`src/hdl/srt_pkg.sv`:
```
// Purpose: Shared constants and types for the supervisory reset timer
// Assumes: System clock clk at 200 MHz; low-frequency oscillator near 80 kHz
// Notes:   Timeout lengths are counted in oscillator ticks, not clk cycles
//
// Functional notes
// - Overflow forces the whole controller into reset.
// - After reset: enabled, counting, longest interval.
// - Software may disable timer unless locked.
// - Lock blocks disable/reconfigure until next reset.
// - Overflow reset never drives the external pin.
// - Timer counts low-frequency oscillator, not system clock.
`default_nettype none

package srt_pkg;

  // Clock figures
  localparam int SRT_CLK_PERIOD_PS = 5000;
  localparam int SRT_LFO_FREQ_HZ   = 80000;
  localparam int SRT_CLK_FREQ_HZ   = 200000000;
  // Nominal clk cycles per oscillator period, for sizing tests
  localparam int SRT_LFO_PERIOD_CYC = SRT_CLK_FREQ_HZ / SRT_LFO_FREQ_HZ;

  // Width of the reset request pulse, least time rounded up to cycles
  localparam int SRT_FIRE_TIME_NS = 20;
  localparam int SRT_FIRE_CYC     =
    (SRT_FIRE_TIME_NS * 1000 + SRT_CLK_PERIOD_PS - 1) / SRT_CLK_PERIOD_PS;
  localparam logic [2:0] SRT_FIRE_LAST = 3'(SRT_FIRE_CYC - 1);

  // Interval select: eight settings, the highest is the longest
  localparam int         SRT_SEL_W   = 3;
  localparam logic [2:0] SRT_SEL_MAX = 3'h7;

  // Default interval shape: ticks = 2**(MIN_LOG2 + STEP_LOG2*sel)
  localparam int SRT_MIN_LOG2_DEF  = 6;
  localparam int SRT_STEP_LOG2_DEF = 2;

  // Synchroniser depth on the oscillator input
  localparam int SRT_SYNC_STAGES = 2;

  typedef enum logic [2:0] {
    SRT_RUN  = 3'b001,
    SRT_OFF  = 3'b010,
    SRT_FIRE = 3'b100
  } srt_state_type;

endpackage

`default_nettype wire

```
`src/hdl/srt_tick_if.sv`:
```
// Purpose: Carries the oscillator tick from the edge detector to the timer
// Assumes: Both ends run on clk
// Notes:   tick is a one-cycle pulse per oscillator rising edge
`default_nettype none

interface srt_tick_if;
  logic tick;

  modport src (output tick);
  modport snk (input  tick);
endinterface

`default_nettype wire

```
`src/hdl/srt_top.sv`:
```
// Purpose: Supervisory reset timer that forces a controller reset on overflow
// Assumes: Control requests are one-cycle pulses synchronous to clk
// Notes:   Overflow reset reinitialises this block too; the sticky cause
//          flag survives it and is cleared only by rst or cause_clr
`default_nettype none

module srt_top
  import srt_pkg::*;
#(
  parameter int MIN_LOG2  = SRT_MIN_LOG2_DEF,
  parameter int STEP_LOG2 = SRT_STEP_LOG2_DEF
) (
  input  wire logic                 clk,
  input  wire logic                 rst,
  input  wire logic                 lfo_in,
  input  wire logic                 restart_req,
  input  wire logic                 disable_req,
  input  wire logic                 enable_req,
  input  wire logic                 lock_req,
  input  wire logic                 sel_wr_req,
  input  wire logic [SRT_SEL_W-1:0] sel_wr_val,
  input  wire logic                 cause_clr,
  output logic                      wdt_rst_q,
  output logic                      running_q,
  output logic                      locked_q,
  output logic [SRT_SEL_W-1:0]      sel_q,
  output logic                      cause_q,
  output logic                      ext_rst_pin_oe_q
);

  localparam int CNT_W = MIN_LOG2 + STEP_LOG2 * int'(SRT_SEL_MAX) + 1;

  // Refuse shapes the counter cannot hold
  if (MIN_LOG2 < 1 || STEP_LOG2 < 1 || CNT_W > 32) begin : g_chk
    $error("srt_top: MIN_LOG2/STEP_LOG2 out of range");
  end

  srt_tick_if tick_if ();

  srt_lfo_tick u_tick (
    .clk     (clk),
    .rst     (rst),
    .lfo_in  (lfo_in),
    .tick_if (tick_if.src)
  );

  srt_state_type      state_q;
  srt_state_type      state_d;
  logic [CNT_W-1:0]   cnt_q;
  logic [CNT_W-1:0]   cnt_d;
  logic [2:0]         fire_q;
  logic [2:0]         fire_d;
  logic [SRT_SEL_W-1:0] sel_d;
  logic               locked_d;
  logic               wdt_rst_d;
  logic               running_d;
  logic               cause_d;
  logic [CNT_W-1:0]   lim_m1;
  logic               tick;
  logic               ovf_hit;

  assign tick = tick_if.tick;

  // Last count before overflow for the selected interval
  assign lim_m1  = (CNT_W'(1) << (MIN_LOG2 + STEP_LOG2 * int'(sel_q))) - CNT_W'(1);
  assign ovf_hit = (state_q == SRT_RUN) && tick && !restart_req
                   && (cnt_q == lim_m1);

  // Timer state, count, configuration and lock
  always_comb begin
    state_d   = state_q;
    cnt_d     = cnt_q;
    fire_d    = fire_q;
    sel_d     = sel_q;
    locked_d  = locked_q;
    wdt_rst_d = 1'b0;
    unique case (state_q)
      SRT_RUN: begin
        if (restart_req) begin
          cnt_d = '0;
        end else if (tick) begin
          cnt_d = cnt_q + CNT_W'(1);
        end
        // Configuration only while unlocked; a lock freezes it
        if (!locked_q) begin
          if (sel_wr_req) begin
            sel_d = sel_wr_val;
            cnt_d = '0;
          end
          if (disable_req && !lock_req) begin
            state_d = SRT_OFF;
            cnt_d   = '0;
          end
        end
        if (lock_req) begin
          locked_d = 1'b1;
        end
        // Overflow wins over any request in the same cycle except restart, which blocks it
        if (ovf_hit) begin
          state_d   = SRT_FIRE;
          fire_d    = 3'h0;
          wdt_rst_d = 1'b1;
        end
      end
      SRT_OFF: begin
        if (sel_wr_req) begin
          sel_d = sel_wr_val;
        end
        // Locking a stopped timer also starts it, so it cannot stay off
        if (enable_req || lock_req) begin
          state_d  = SRT_RUN;
          cnt_d    = '0;
          locked_d = lock_req;
        end
      end
      SRT_FIRE: begin
        wdt_rst_d = 1'b1;
        fire_d    = fire_q + 3'h1;
        if (fire_q == SRT_FIRE_LAST) begin
          // Leave as after any reset: running, longest interval, unlocked
          state_d   = SRT_RUN;
          sel_d     = SRT_SEL_MAX;
          locked_d  = 1'b0;
          cnt_d     = '0;
          fire_d    = 3'h0;
          wdt_rst_d = 1'b0;
        end
      end
      default: begin
        state_d = SRT_FIRE;
        fire_d  = 3'h0;
      end
    endcase
    running_d = (state_d == SRT_RUN);
    // Sticky cause flag: a new overflow beats a clear in the same cycle
    cause_d = ovf_hit ? 1'b1 : (cause_clr ? 1'b0 : cause_q);
  end

  // Registers; reset lands in the running state at the longest interval
  always_ff @(posedge clk) begin
    if (rst) begin
      state_q          <= SRT_RUN;
      cnt_q            <= '0;
      fire_q           <= 3'h0;
      sel_q            <= SRT_SEL_MAX;
      locked_q         <= 1'b0;
      wdt_rst_q        <= 1'b0;
      running_q        <= 1'b1;
      cause_q          <= 1'b0;
      ext_rst_pin_oe_q <= 1'b0;
    end else begin
      state_q          <= state_d;
      cnt_q            <= cnt_d;
      fire_q           <= fire_d;
      sel_q            <= sel_d;
      locked_q         <= locked_d;
      wdt_rst_q        <= wdt_rst_d;
      running_q        <= running_d;
      cause_q          <= cause_d;
      ext_rst_pin_oe_q <= 1'b0;
    end
  end
endmodule

`default_nettype wire

```
`src/hdl/srt_lfo_tick.sv`:
```
// Purpose: Synchronise the oscillator and emit one tick per rising edge
// Assumes: Oscillator far slower than clk, so no edge is missed
// Notes:   First sync stage feeds only the second stage
`default_nettype none

module srt_lfo_tick
  import srt_pkg::*;
(
  input  wire logic   clk,
  input  wire logic   rst,
  input  wire logic   lfo_in,
  srt_tick_if.src     tick_if
);

  logic [SRT_SYNC_STAGES-1:0] sync_q;
  logic [SRT_SYNC_STAGES-1:0] sync_d;
  logic                       prev_q;
  logic                       prev_d;
  logic                       tick_q;
  logic                       tick_d;

  // Shift chain and edge detect on the last stage only
  always_comb begin
    sync_d = {sync_q[SRT_SYNC_STAGES-2:0], lfo_in};
    prev_d = sync_q[SRT_SYNC_STAGES-1];
    tick_d = sync_q[SRT_SYNC_STAGES-1] & ~prev_q;
  end

  // Registers; tick leaves from a flop to keep the counter glitch free
  always_ff @(posedge clk) begin
    if (rst) begin
      sync_q <= '0;
      prev_q <= 1'b0;
      tick_q <= 1'b0;
    end else begin
      sync_q <= sync_d;
      prev_q <= prev_d;
      tick_q <= tick_d;
    end
  end

  assign tick_if.tick = tick_q;
endmodule

`default_nettype wire

```
`config.mk`:
```
export PLATFORM = sky130hd
export DESIGN_NAME = srt_top
export DESIGN_NICKNAME = d
export VERILOG_FILES = /design/src/hdl/srt_pkg.sv /design/src/hdl/srt_tick_if.sv /design/src/hdl/srt_top.sv /design/src/hdl/srt_lfo_tick.sv
export SDC_FILE = /design/constraint.sdc
export NUM_CORES = 1
export LEC_CHECK = 0
export ABC_AREA = 0
export BUFFER_PORTS_ARGS = -buffer_cell sky130_fd_sc_hd__buf_4
export CAP_MARGIN = 20
export CORE_MARGIN = 2
export CORE_UTILIZATION = 41
export CTS_BUF_LIST = sky130_fd_sc_hd__clkbuf_4 sky130_fd_sc_hd__clkbuf_8
export DETAILED_ROUTE_END_ITERATION = 16
export GPL_TIMING_DRIVEN = 0
export PLACE_DENSITY = 0.66
export SLEW_MARGIN = 20
export SYNTH_ARGS = -nofsm -noshare
export SYNTH_HDL_FRONTEND = slang
export SYNTH_SLANG_ARGS = --single-unit
```
`constraint.sdc`:
```
create_clock -name clk -period 6.5 [get_ports clk]
set_input_delay 1.625 -clock clk [delete_from_list [all_inputs] [get_ports clk]]
set_output_delay 1.625 -clock clk [all_outputs]
set_load 0.01 [all_outputs]
```
==> results of run 1 <==
## worst paths after layout
check	from	to	slack (ns)	cells after the start
setup / recovery	restart_req	running_q	2.95	6
hold / removal	u_tick.prev_q	u_tick.tick_if.tick	0.39	1
setup reg to reg	state_q[0]	running_q	3.42	8
hold reg to reg	u_tick.prev_q	u_tick.tick_if.tick	0.39	1
## state kept, by name, summed over array words and instances, names as in the netlist
name and flops:
u_tick.tick_if.tick 1, state_q 3, u_tick.sync_q 2, running_q 1, u_tick.prev_q 1, sel_q 3
cnt_q 21, fire_q 3, cause_q 1, wdt_rst_q 1, locked_q 1
## layer usage
layer | share of wire, % | wire length [um] | vias up
met5 | 0 | 0 | -
li1 | - | - | 960
met2 | 46 | 2170 | 40
met3 | 4.0 | 188 | 7
met4 | 1.1 | 53 | 0
met1 | 49 | 2340 | 881
## power breakdown
part | total (W) | internal [W] | leakage, nW | switching [W]
sequential | 0.000247 | 0.000240 | 0.308 | 0.00000681
clock | 0.000199 | 0.000113 | 0.0579 | 0.0000859
combinational | 0.0000897 | 0.0000354 | 0.475 | 0.0000544
total | 0.000536 | 0.000388 | 0.841 | 0.000147
## metrics by stage
stage	utilization, %	area, sq um	power (W)	hold slack (ns)
after detailed placement	46.2	2330	0.000341	0.377
final	48.4	2440	0.000536	0.388
after floorplan	-	2110	0.000312	0.367
after CTS	48.4	2440	0.000540	0.390
after global routing	48.4	2440	0.000561	0.407
after global placement	46.2	2330	0.000341	0.370
## worst max-delay path, delay by kind of cell
| kind | cells | cell delay (ns) |
|---|---|---|
| AND/OR/NAND/NOR | 3 | 1.14 |
| AO/OA/AOI/OAI | 2 | 0.85 |
| buffers and inverters | 1 | 0.12 |
## cell usage in the layout, fill, tap and decap left out, types with 3 or more instances in the layout
| cell type | count |
|---|---|
| clkbuf_8 | 5 |
| nor4b_1 | 3 |
| conb_1 | 3 |
| buf_4 | 19 |
| o21a_1 | 3 |
| ha_1 | 3 |
| nand4_1 | 6 |
| nor2b_1 | 10 |
| nand2b_1 | 5 |
| o21ai_0 | 8 |
| xnor2_1 | 21 |
| nand2_1 | 14 |
| nor4_1 | 7 |
| nor2_1 | 35 |
| clkbuf_1 | 11 |
| nand3_1 | 8 |
| nor3_1 | 19 |
| a21oi_1 | 10 |
| xor2_1 | 4 |
| dfxtp_1 | 38 |
| inv_1 | 6 |
## cell type report
class	count	area share, %
Buffer	15	2.82
Sequential cell	38	31.2
Tap cell	70	3.59
Multi-Input combinational cell	199	51.5
Timing Repair Buffer	18	5.54
Clock buffer	5	2.82
Clock inverter	3	1.64
Inverter	6	0.924
## cells by family after synthesis
kind of cell	Yosys count
buffers and inverters	21
XOR/XNOR	25
other	2
AND/OR/NAND/NOR	121
AO/OA/AOI/OAI	45
adder cells (fa/ha/maj)	3
multiplexers	2
flip-flops	38
==> flow_metrics.env, run 1 <==
export IMPL_fin_cells=354
export IMPL_synth_area_sq_um=2100
export IMPL_fmax_mhz=282
export IMPL_final_min_clock_period_ns=3.55
export IMPL_dp_hpwl_mm=3.51
export IMPL_first_global_vias=1559
export IMPL_ys_warn_count=0
export IMPL_vias=1888
export IMPL_grt_max_degree=13
export IMPL_synth_top_family_by_area="simple AND/OR/NAND/NOR gates"
export IMPL_diodes=0
export IMPL_gr_usage_met1_pct=24.9
export IMPL_cp_slowest_cell="or4_1"
export IMPL_yosys_area_share_simple_pct=29.9
export IMPL_dp_cells=346
export IMPL_cp_end_kind="register"
export IMPL_tritoncts="built"
export IMPL_ctsHoldBuffers=0
export IMPL_arrival_ns=3.74
export IMPL_multi_input_area_sq_um=1250
export IMPL_synth_top_area_share_pct=36.2
export IMPL_io_buffers=18
export IMPL_ys_seq_elements=38
export IMPL_async_flop_share_pct=0
export IMPL_min_period_over_period_pct=54.6
export IMPL_clkSlewWorstSetupHoldPaths_ns=0.08
export IMPL_postRouteAntennaNets=0
export IMPL_grt_ovfl_total=0
export IMPL_seqCellArea_sq_um=761
export IMPL_postCtsSetupBuffers=0
export IMPL_slew_headroom_pct=57.9
export IMPL_yosys_area_share_adder_pct=1.78
export IMPL_cts_root_buf="clkbuf_8"
export IMPL_synthTopCellsByCount="dfxtp_1, nor2_1, xnor2_1"
export IMPL_drv_slew=0
export IMPL_path_max_fanout=6
export IMPL_synth_edf_count=0
export IMPL_synth_most_common_cell="dfxtp_1"
export IMPL_die_y_um=75.6
export IMPL_wirelength_mm=4.76
export IMPL_clock_sinks=38
export IMPL_peakVddDrop_mv=0.152
export IMPL_tns_ns=0
export IMPL_outcome="finished, final reports clean"
export IMPL_drive_gt1_share_pct=11.6
export IMPL_setup_viol=0
export IMPL_critPathRequiredTime_ns=6.69
export IMPL_maxCapViolCount=0
export IMPL_power_leakage_nw=0.841
export IMPL_tightestPinTransition_ns=0.627
export IMPL_path_cells="buf_4 > or4_1 > or4_4 > a2111oi_4 > nand2_2 > a311o_1"
export IMPL_synth_top_cells_by_area="dfxtp_1, xnor2_1, nor2_1, nor3_1, nor2b_1"
export IMPL_ys_types=55
export IMPL_route_detailed_wl_per_inst_um=13.4
export IMPL_grt_met3_usage_pct=4.23
export IMPL_synth_main_ff_cell="dfxtp_1"
export IMPL_cts_made_buffers=5
export IMPL_cts_max_level=2
export IMPL_first_pass_iters=4
export IMPL_synth_mux_area_share_pct=1.01
export IMPL_coreArea_sq_um=5040
export IMPL_rows=26
export IMPL_synth_compound_area_share_pct=16.1
export IMPL_area_delta_synth_final_pct=15.9
export IMPL_io_pin_count=20
export IMPL_hold_viol_final=0
export IMPL_hp_class="register to register"
export IMPL_fin_ws_ns=2.95
export IMPL_grt_usage_pct=17.7
export IMPL_grt_util_met2_pct=27.1
export IMPL_final_net_count=298
export IMPL_place_gp_congestion=0.865
export IMPL_clk_latency_ns=0.29
export IMPL_cts_resized=0
export IMPL_grt_pass1_wl_mm=7.56
export IMPL_synth_area_leader_cell="dfxtp_1"
export IMPL_critical_path_class="primary input to register"
export IMPL_pre_cts_slack_ns=2.67
export IMPL_fp_dieW_um=75.6
export IMPL_start_kind="primary input"
export IMPL_fp_dieArea_sq_um=5720
export IMPL_synth_xor_area_share_pct=10.4
export IMPL_synthCells=257
export IMPL_grt_busiest_layer="met2"
export IMPL_fillers=494
export IMPL_fin_skew_ns=0.00919
export IMPL_syn_avg_cell_area_sq_um=8.18
export IMPL_max_stage_delay_ns=0.53
export IMPL_drcViolationCount=0
export IMPL_vias_per_cell=5.33
export IMPL_power_density_nw_per_um2=220
export IMPL_drt_iter0_drc=124
export IMPL_seq_area_frac_synth_pct=36.2
export IMPL_cts_buffer_depth=2
export IMPL_rsz0062_at_grt="no"
export IMPL_antenna_found_initial=0
export IMPL_initial_core_util_pct=41.7
Note: power is estimated with default switching activity, not from simulation.
==> run 2, diff against run 1 <==
--- a/config.mk
+++ b/config.mk
@@ -13,7 +13,7 @@
 export CTS_BUF_LIST = sky130_fd_sc_hd__clkbuf_4 sky130_fd_sc_hd__clkbuf_8
 export DETAILED_ROUTE_END_ITERATION = 16
 export GPL_TIMING_DRIVEN = 0
-export PLACE_DENSITY = 0.66
+export PLACE_DENSITY = 0.68
 export SLEW_MARGIN = 20
 export SYNTH_ARGS = -nofsm -noshare
 export SYNTH_HDL_FRONTEND = slang
==> constraint.sdc (replaced) <==
create_clock -name clk -period 2.9 [get_ports clk]
set_input_delay 0.725 -clock clk [delete_from_list [all_inputs] [get_ports clk]]
set_output_delay 0.725 -clock clk [all_outputs]
set_load 0.01 [all_outputs]
==> run 2 against run 1 <==
Routed wire length is 3.3% lower. Register-to-register slack lost 3.3 ns. Final cell count grew 0.85%. Clock skew down 0.0026 ns. Critical path type is now register to register. Final area up 1.5%. Highest routed layer unchanged. Setup slack lost 2.8 ns. Core utilization rose by 0.72 points. Sequential share of layout area is 0.46 points lower.
==> flow_metrics.env, run 2 (synthesized netlist as in run 1, its figures left out) <==
export IMPL_grt_usage_pct=17.2
export IMPL_critPathRequiredTime_ns=3.09
export IMPL_arrival_ns=2.96
export IMPL_r2r_end="running_q"
export IMPL_top_register="cnt_q"
export IMPL_min_period_over_period_pct=95.4
export IMPL_cts_root_buf="clkbuf_8"
export IMPL_start_kind="register"
export IMPL_crit_end="running_q"
export IMPL_power_density_nw_per_um2=493
export IMPL_io_pin_count=20
export IMPL_crit_path_start="state_q[0]"
export IMPL_dp_hpwl_mm=3.38
export IMPL_vias=1897
export IMPL_setup_viol=0
export IMPL_io_buffers=18
export IMPL_fp_dieW_um=75.6
export IMPL_coreArea_sq_um=5040
export IMPL_outcome="finished, final reports clean"
export IMPL_rrSetupSlack_ns=0.13
export IMPL_maxCapViolCount=0
export IMPL_rows=26
export IMPL_die_y_um=75.6
export IMPL_first_pass_iters=4
export IMPL_drv_slew=0
export IMPL_critical_path_depth=7
export IMPL_drcViolationCount=0
export IMPL_cts_made_buffers=5
export IMPL_power_leakage_nw=0.850
export IMPL_route_detailed_wl_per_inst_um=12.9
export IMPL_place_gp_congestion=0.888
export IMPL_peakVddDrop_mv=0.378
export IMPL_drt_iter0_drc=95
export IMPL_path_cells="buf_6 > or3b_4 > or4_4 > or4_4 > a2111oi_4 > nand2_2 > a311o_1"
export IMPL_grt_max_degree=14
export IMPL_largest_reg_flops=21
export IMPL_ctsHoldBuffers=0
export IMPL_postRouteAntennaNets=0
export IMPL_p_total_w=0.00122
export IMPL_critical_path_class="register to register"
export IMPL_wirelength_mm=4.60
export IMPL_hp_class="register to register"
export IMPL_critPathTopFamily="simple AND/OR/NAND/NOR gates"
export IMPL_tightestPinTransition_ns=0.644
export IMPL_cts_max_level=2
export IMPL_fp_dieArea_sq_um=5720
export IMPL_clkSlewWorstSetupHoldPaths_ns=0.08
export IMPL_r2r_start="state_q[0]"
export IMPL_path_max_fanout=6
export IMPL_final_min_clock_period_ns=2.77
export IMPL_diodes=0
export IMPL_cp_end_kind="register"
export IMPL_final_cell_mix="dfxtp_1, nor2_1, buf_4"
export IMPL_clk_latency_ns=0.29
export IMPL_tritoncts="built"
export IMPL_initial_core_util_pct=41.7
export IMPL_fin_skew_ns=0.00662
export IMPL_fmax_mhz=362
export IMPL_grt_pass1_wl_mm=7.49
export IMPL_post_dp_cell_area_sq_um=2330
export IMPL_fin_area_sq_um=2470
export IMPL_grt_ovfl_total=0
export IMPL_hold_viol_final=0
export IMPL_vias_per_cell=5.31
export IMPL_slew_headroom_pct=56.6
export IMPL_cp_slowest_cell="or4_4"
export IMPL_max_stage_delay_ns=0.52
export IMPL_cts_buffer_depth=2
export IMPL_rsz0062_at_grt="no"
export IMPL_area_delta_synth_final_pct=17.7
export IMPL_critPathMostFrequentCell="or4_4"
export IMPL_antenna_found_initial=0
export IMPL_final_net_count=301
export IMPL_worst_path_buf_inv=1
export IMPL_layout_commonest_cell="dfxtp_1"
export IMPL_reg2reg_depth=7
export IMPL_clock_sinks=38
export IMPL_first_global_vias=1593
export IMPL_drive_gt1_share_pct=13.2
run 2: metal layers:
layer	track usage [%]	up-vias	part of all wire (%)
li1	-	971	-
met1	24.5	858	48
met2	25.8	59	44
met3	4.37	9	5.8
met4	4.68	0	1.3
met5	0	-	0
run 2: how the worst min path moves through the flow:
stage	slack, ns	end	from	cells after the start
2_1_floorplan	0.37	u_tick.tick_if.tick	u_tick.prev_q	1
3_3_place_gp	0.37	u_tick.tick_if.tick	u_tick.prev_q	1
3_5_place_dp	0.37	u_tick.tick_if.tick	u_tick.prev_q	1
4_1_cts	0.38	u_tick.tick_if.tick	u_tick.prev_q	1
5_1_grt	0.40	u_tick.tick_if.tick	u_tick.prev_q	1
6_report	0.38	u_tick.tick_if.tick	u_tick.prev_q	1
run 2: final cells by class:
class	instances	area, sq um
multi-input cells	199	1260
clock inverters	3	45.0
fillers	461	2570
repair buffers	22	165
inverters	6	22.5
clock buffers	5	68.8
flip-flops and latches	38	761
well taps	70	87.6
plain buffers	14	63.8
run 2: per-stage QoR:
step / hold slack, ns / util [%] / setup slack [ns] / instances / TNS (ns)
6_report: 0.384 / 49.1 / 0.134 / 357 / 0
5_1_grt: 0.402 / 49.1 / 0.0109 / 357 / 0
4_1_cts: 0.385 / 48.6 / 0.0425 / 355 / 0
3_5_place_dp: 0.372 / 46.2 / -0.140 / 346 / -0.296
3_3_place_gp: 0.370 / 46.2 / -0.152 / 346 / -0.335
2_1_floorplan: 0.367 / - / 0.0830 / 258 / 0
run 2: repair_timing:
action,4_1_cts,5_1_grt
pin swaps,1,4
resized for setup,0,2
hold endpoints to repair,0,0
endpoints found under the setup margin,4,2
setup buffers,1,3
run 2: power breakdown:
part           total (W)  internal, W  switching (W)
registers       0.000554     0.000538      0.0000159
clock network   0.000456     0.000256       0.000200
logic           0.000211    0.0000885       0.000122
total            0.00122     0.000883       0.000338
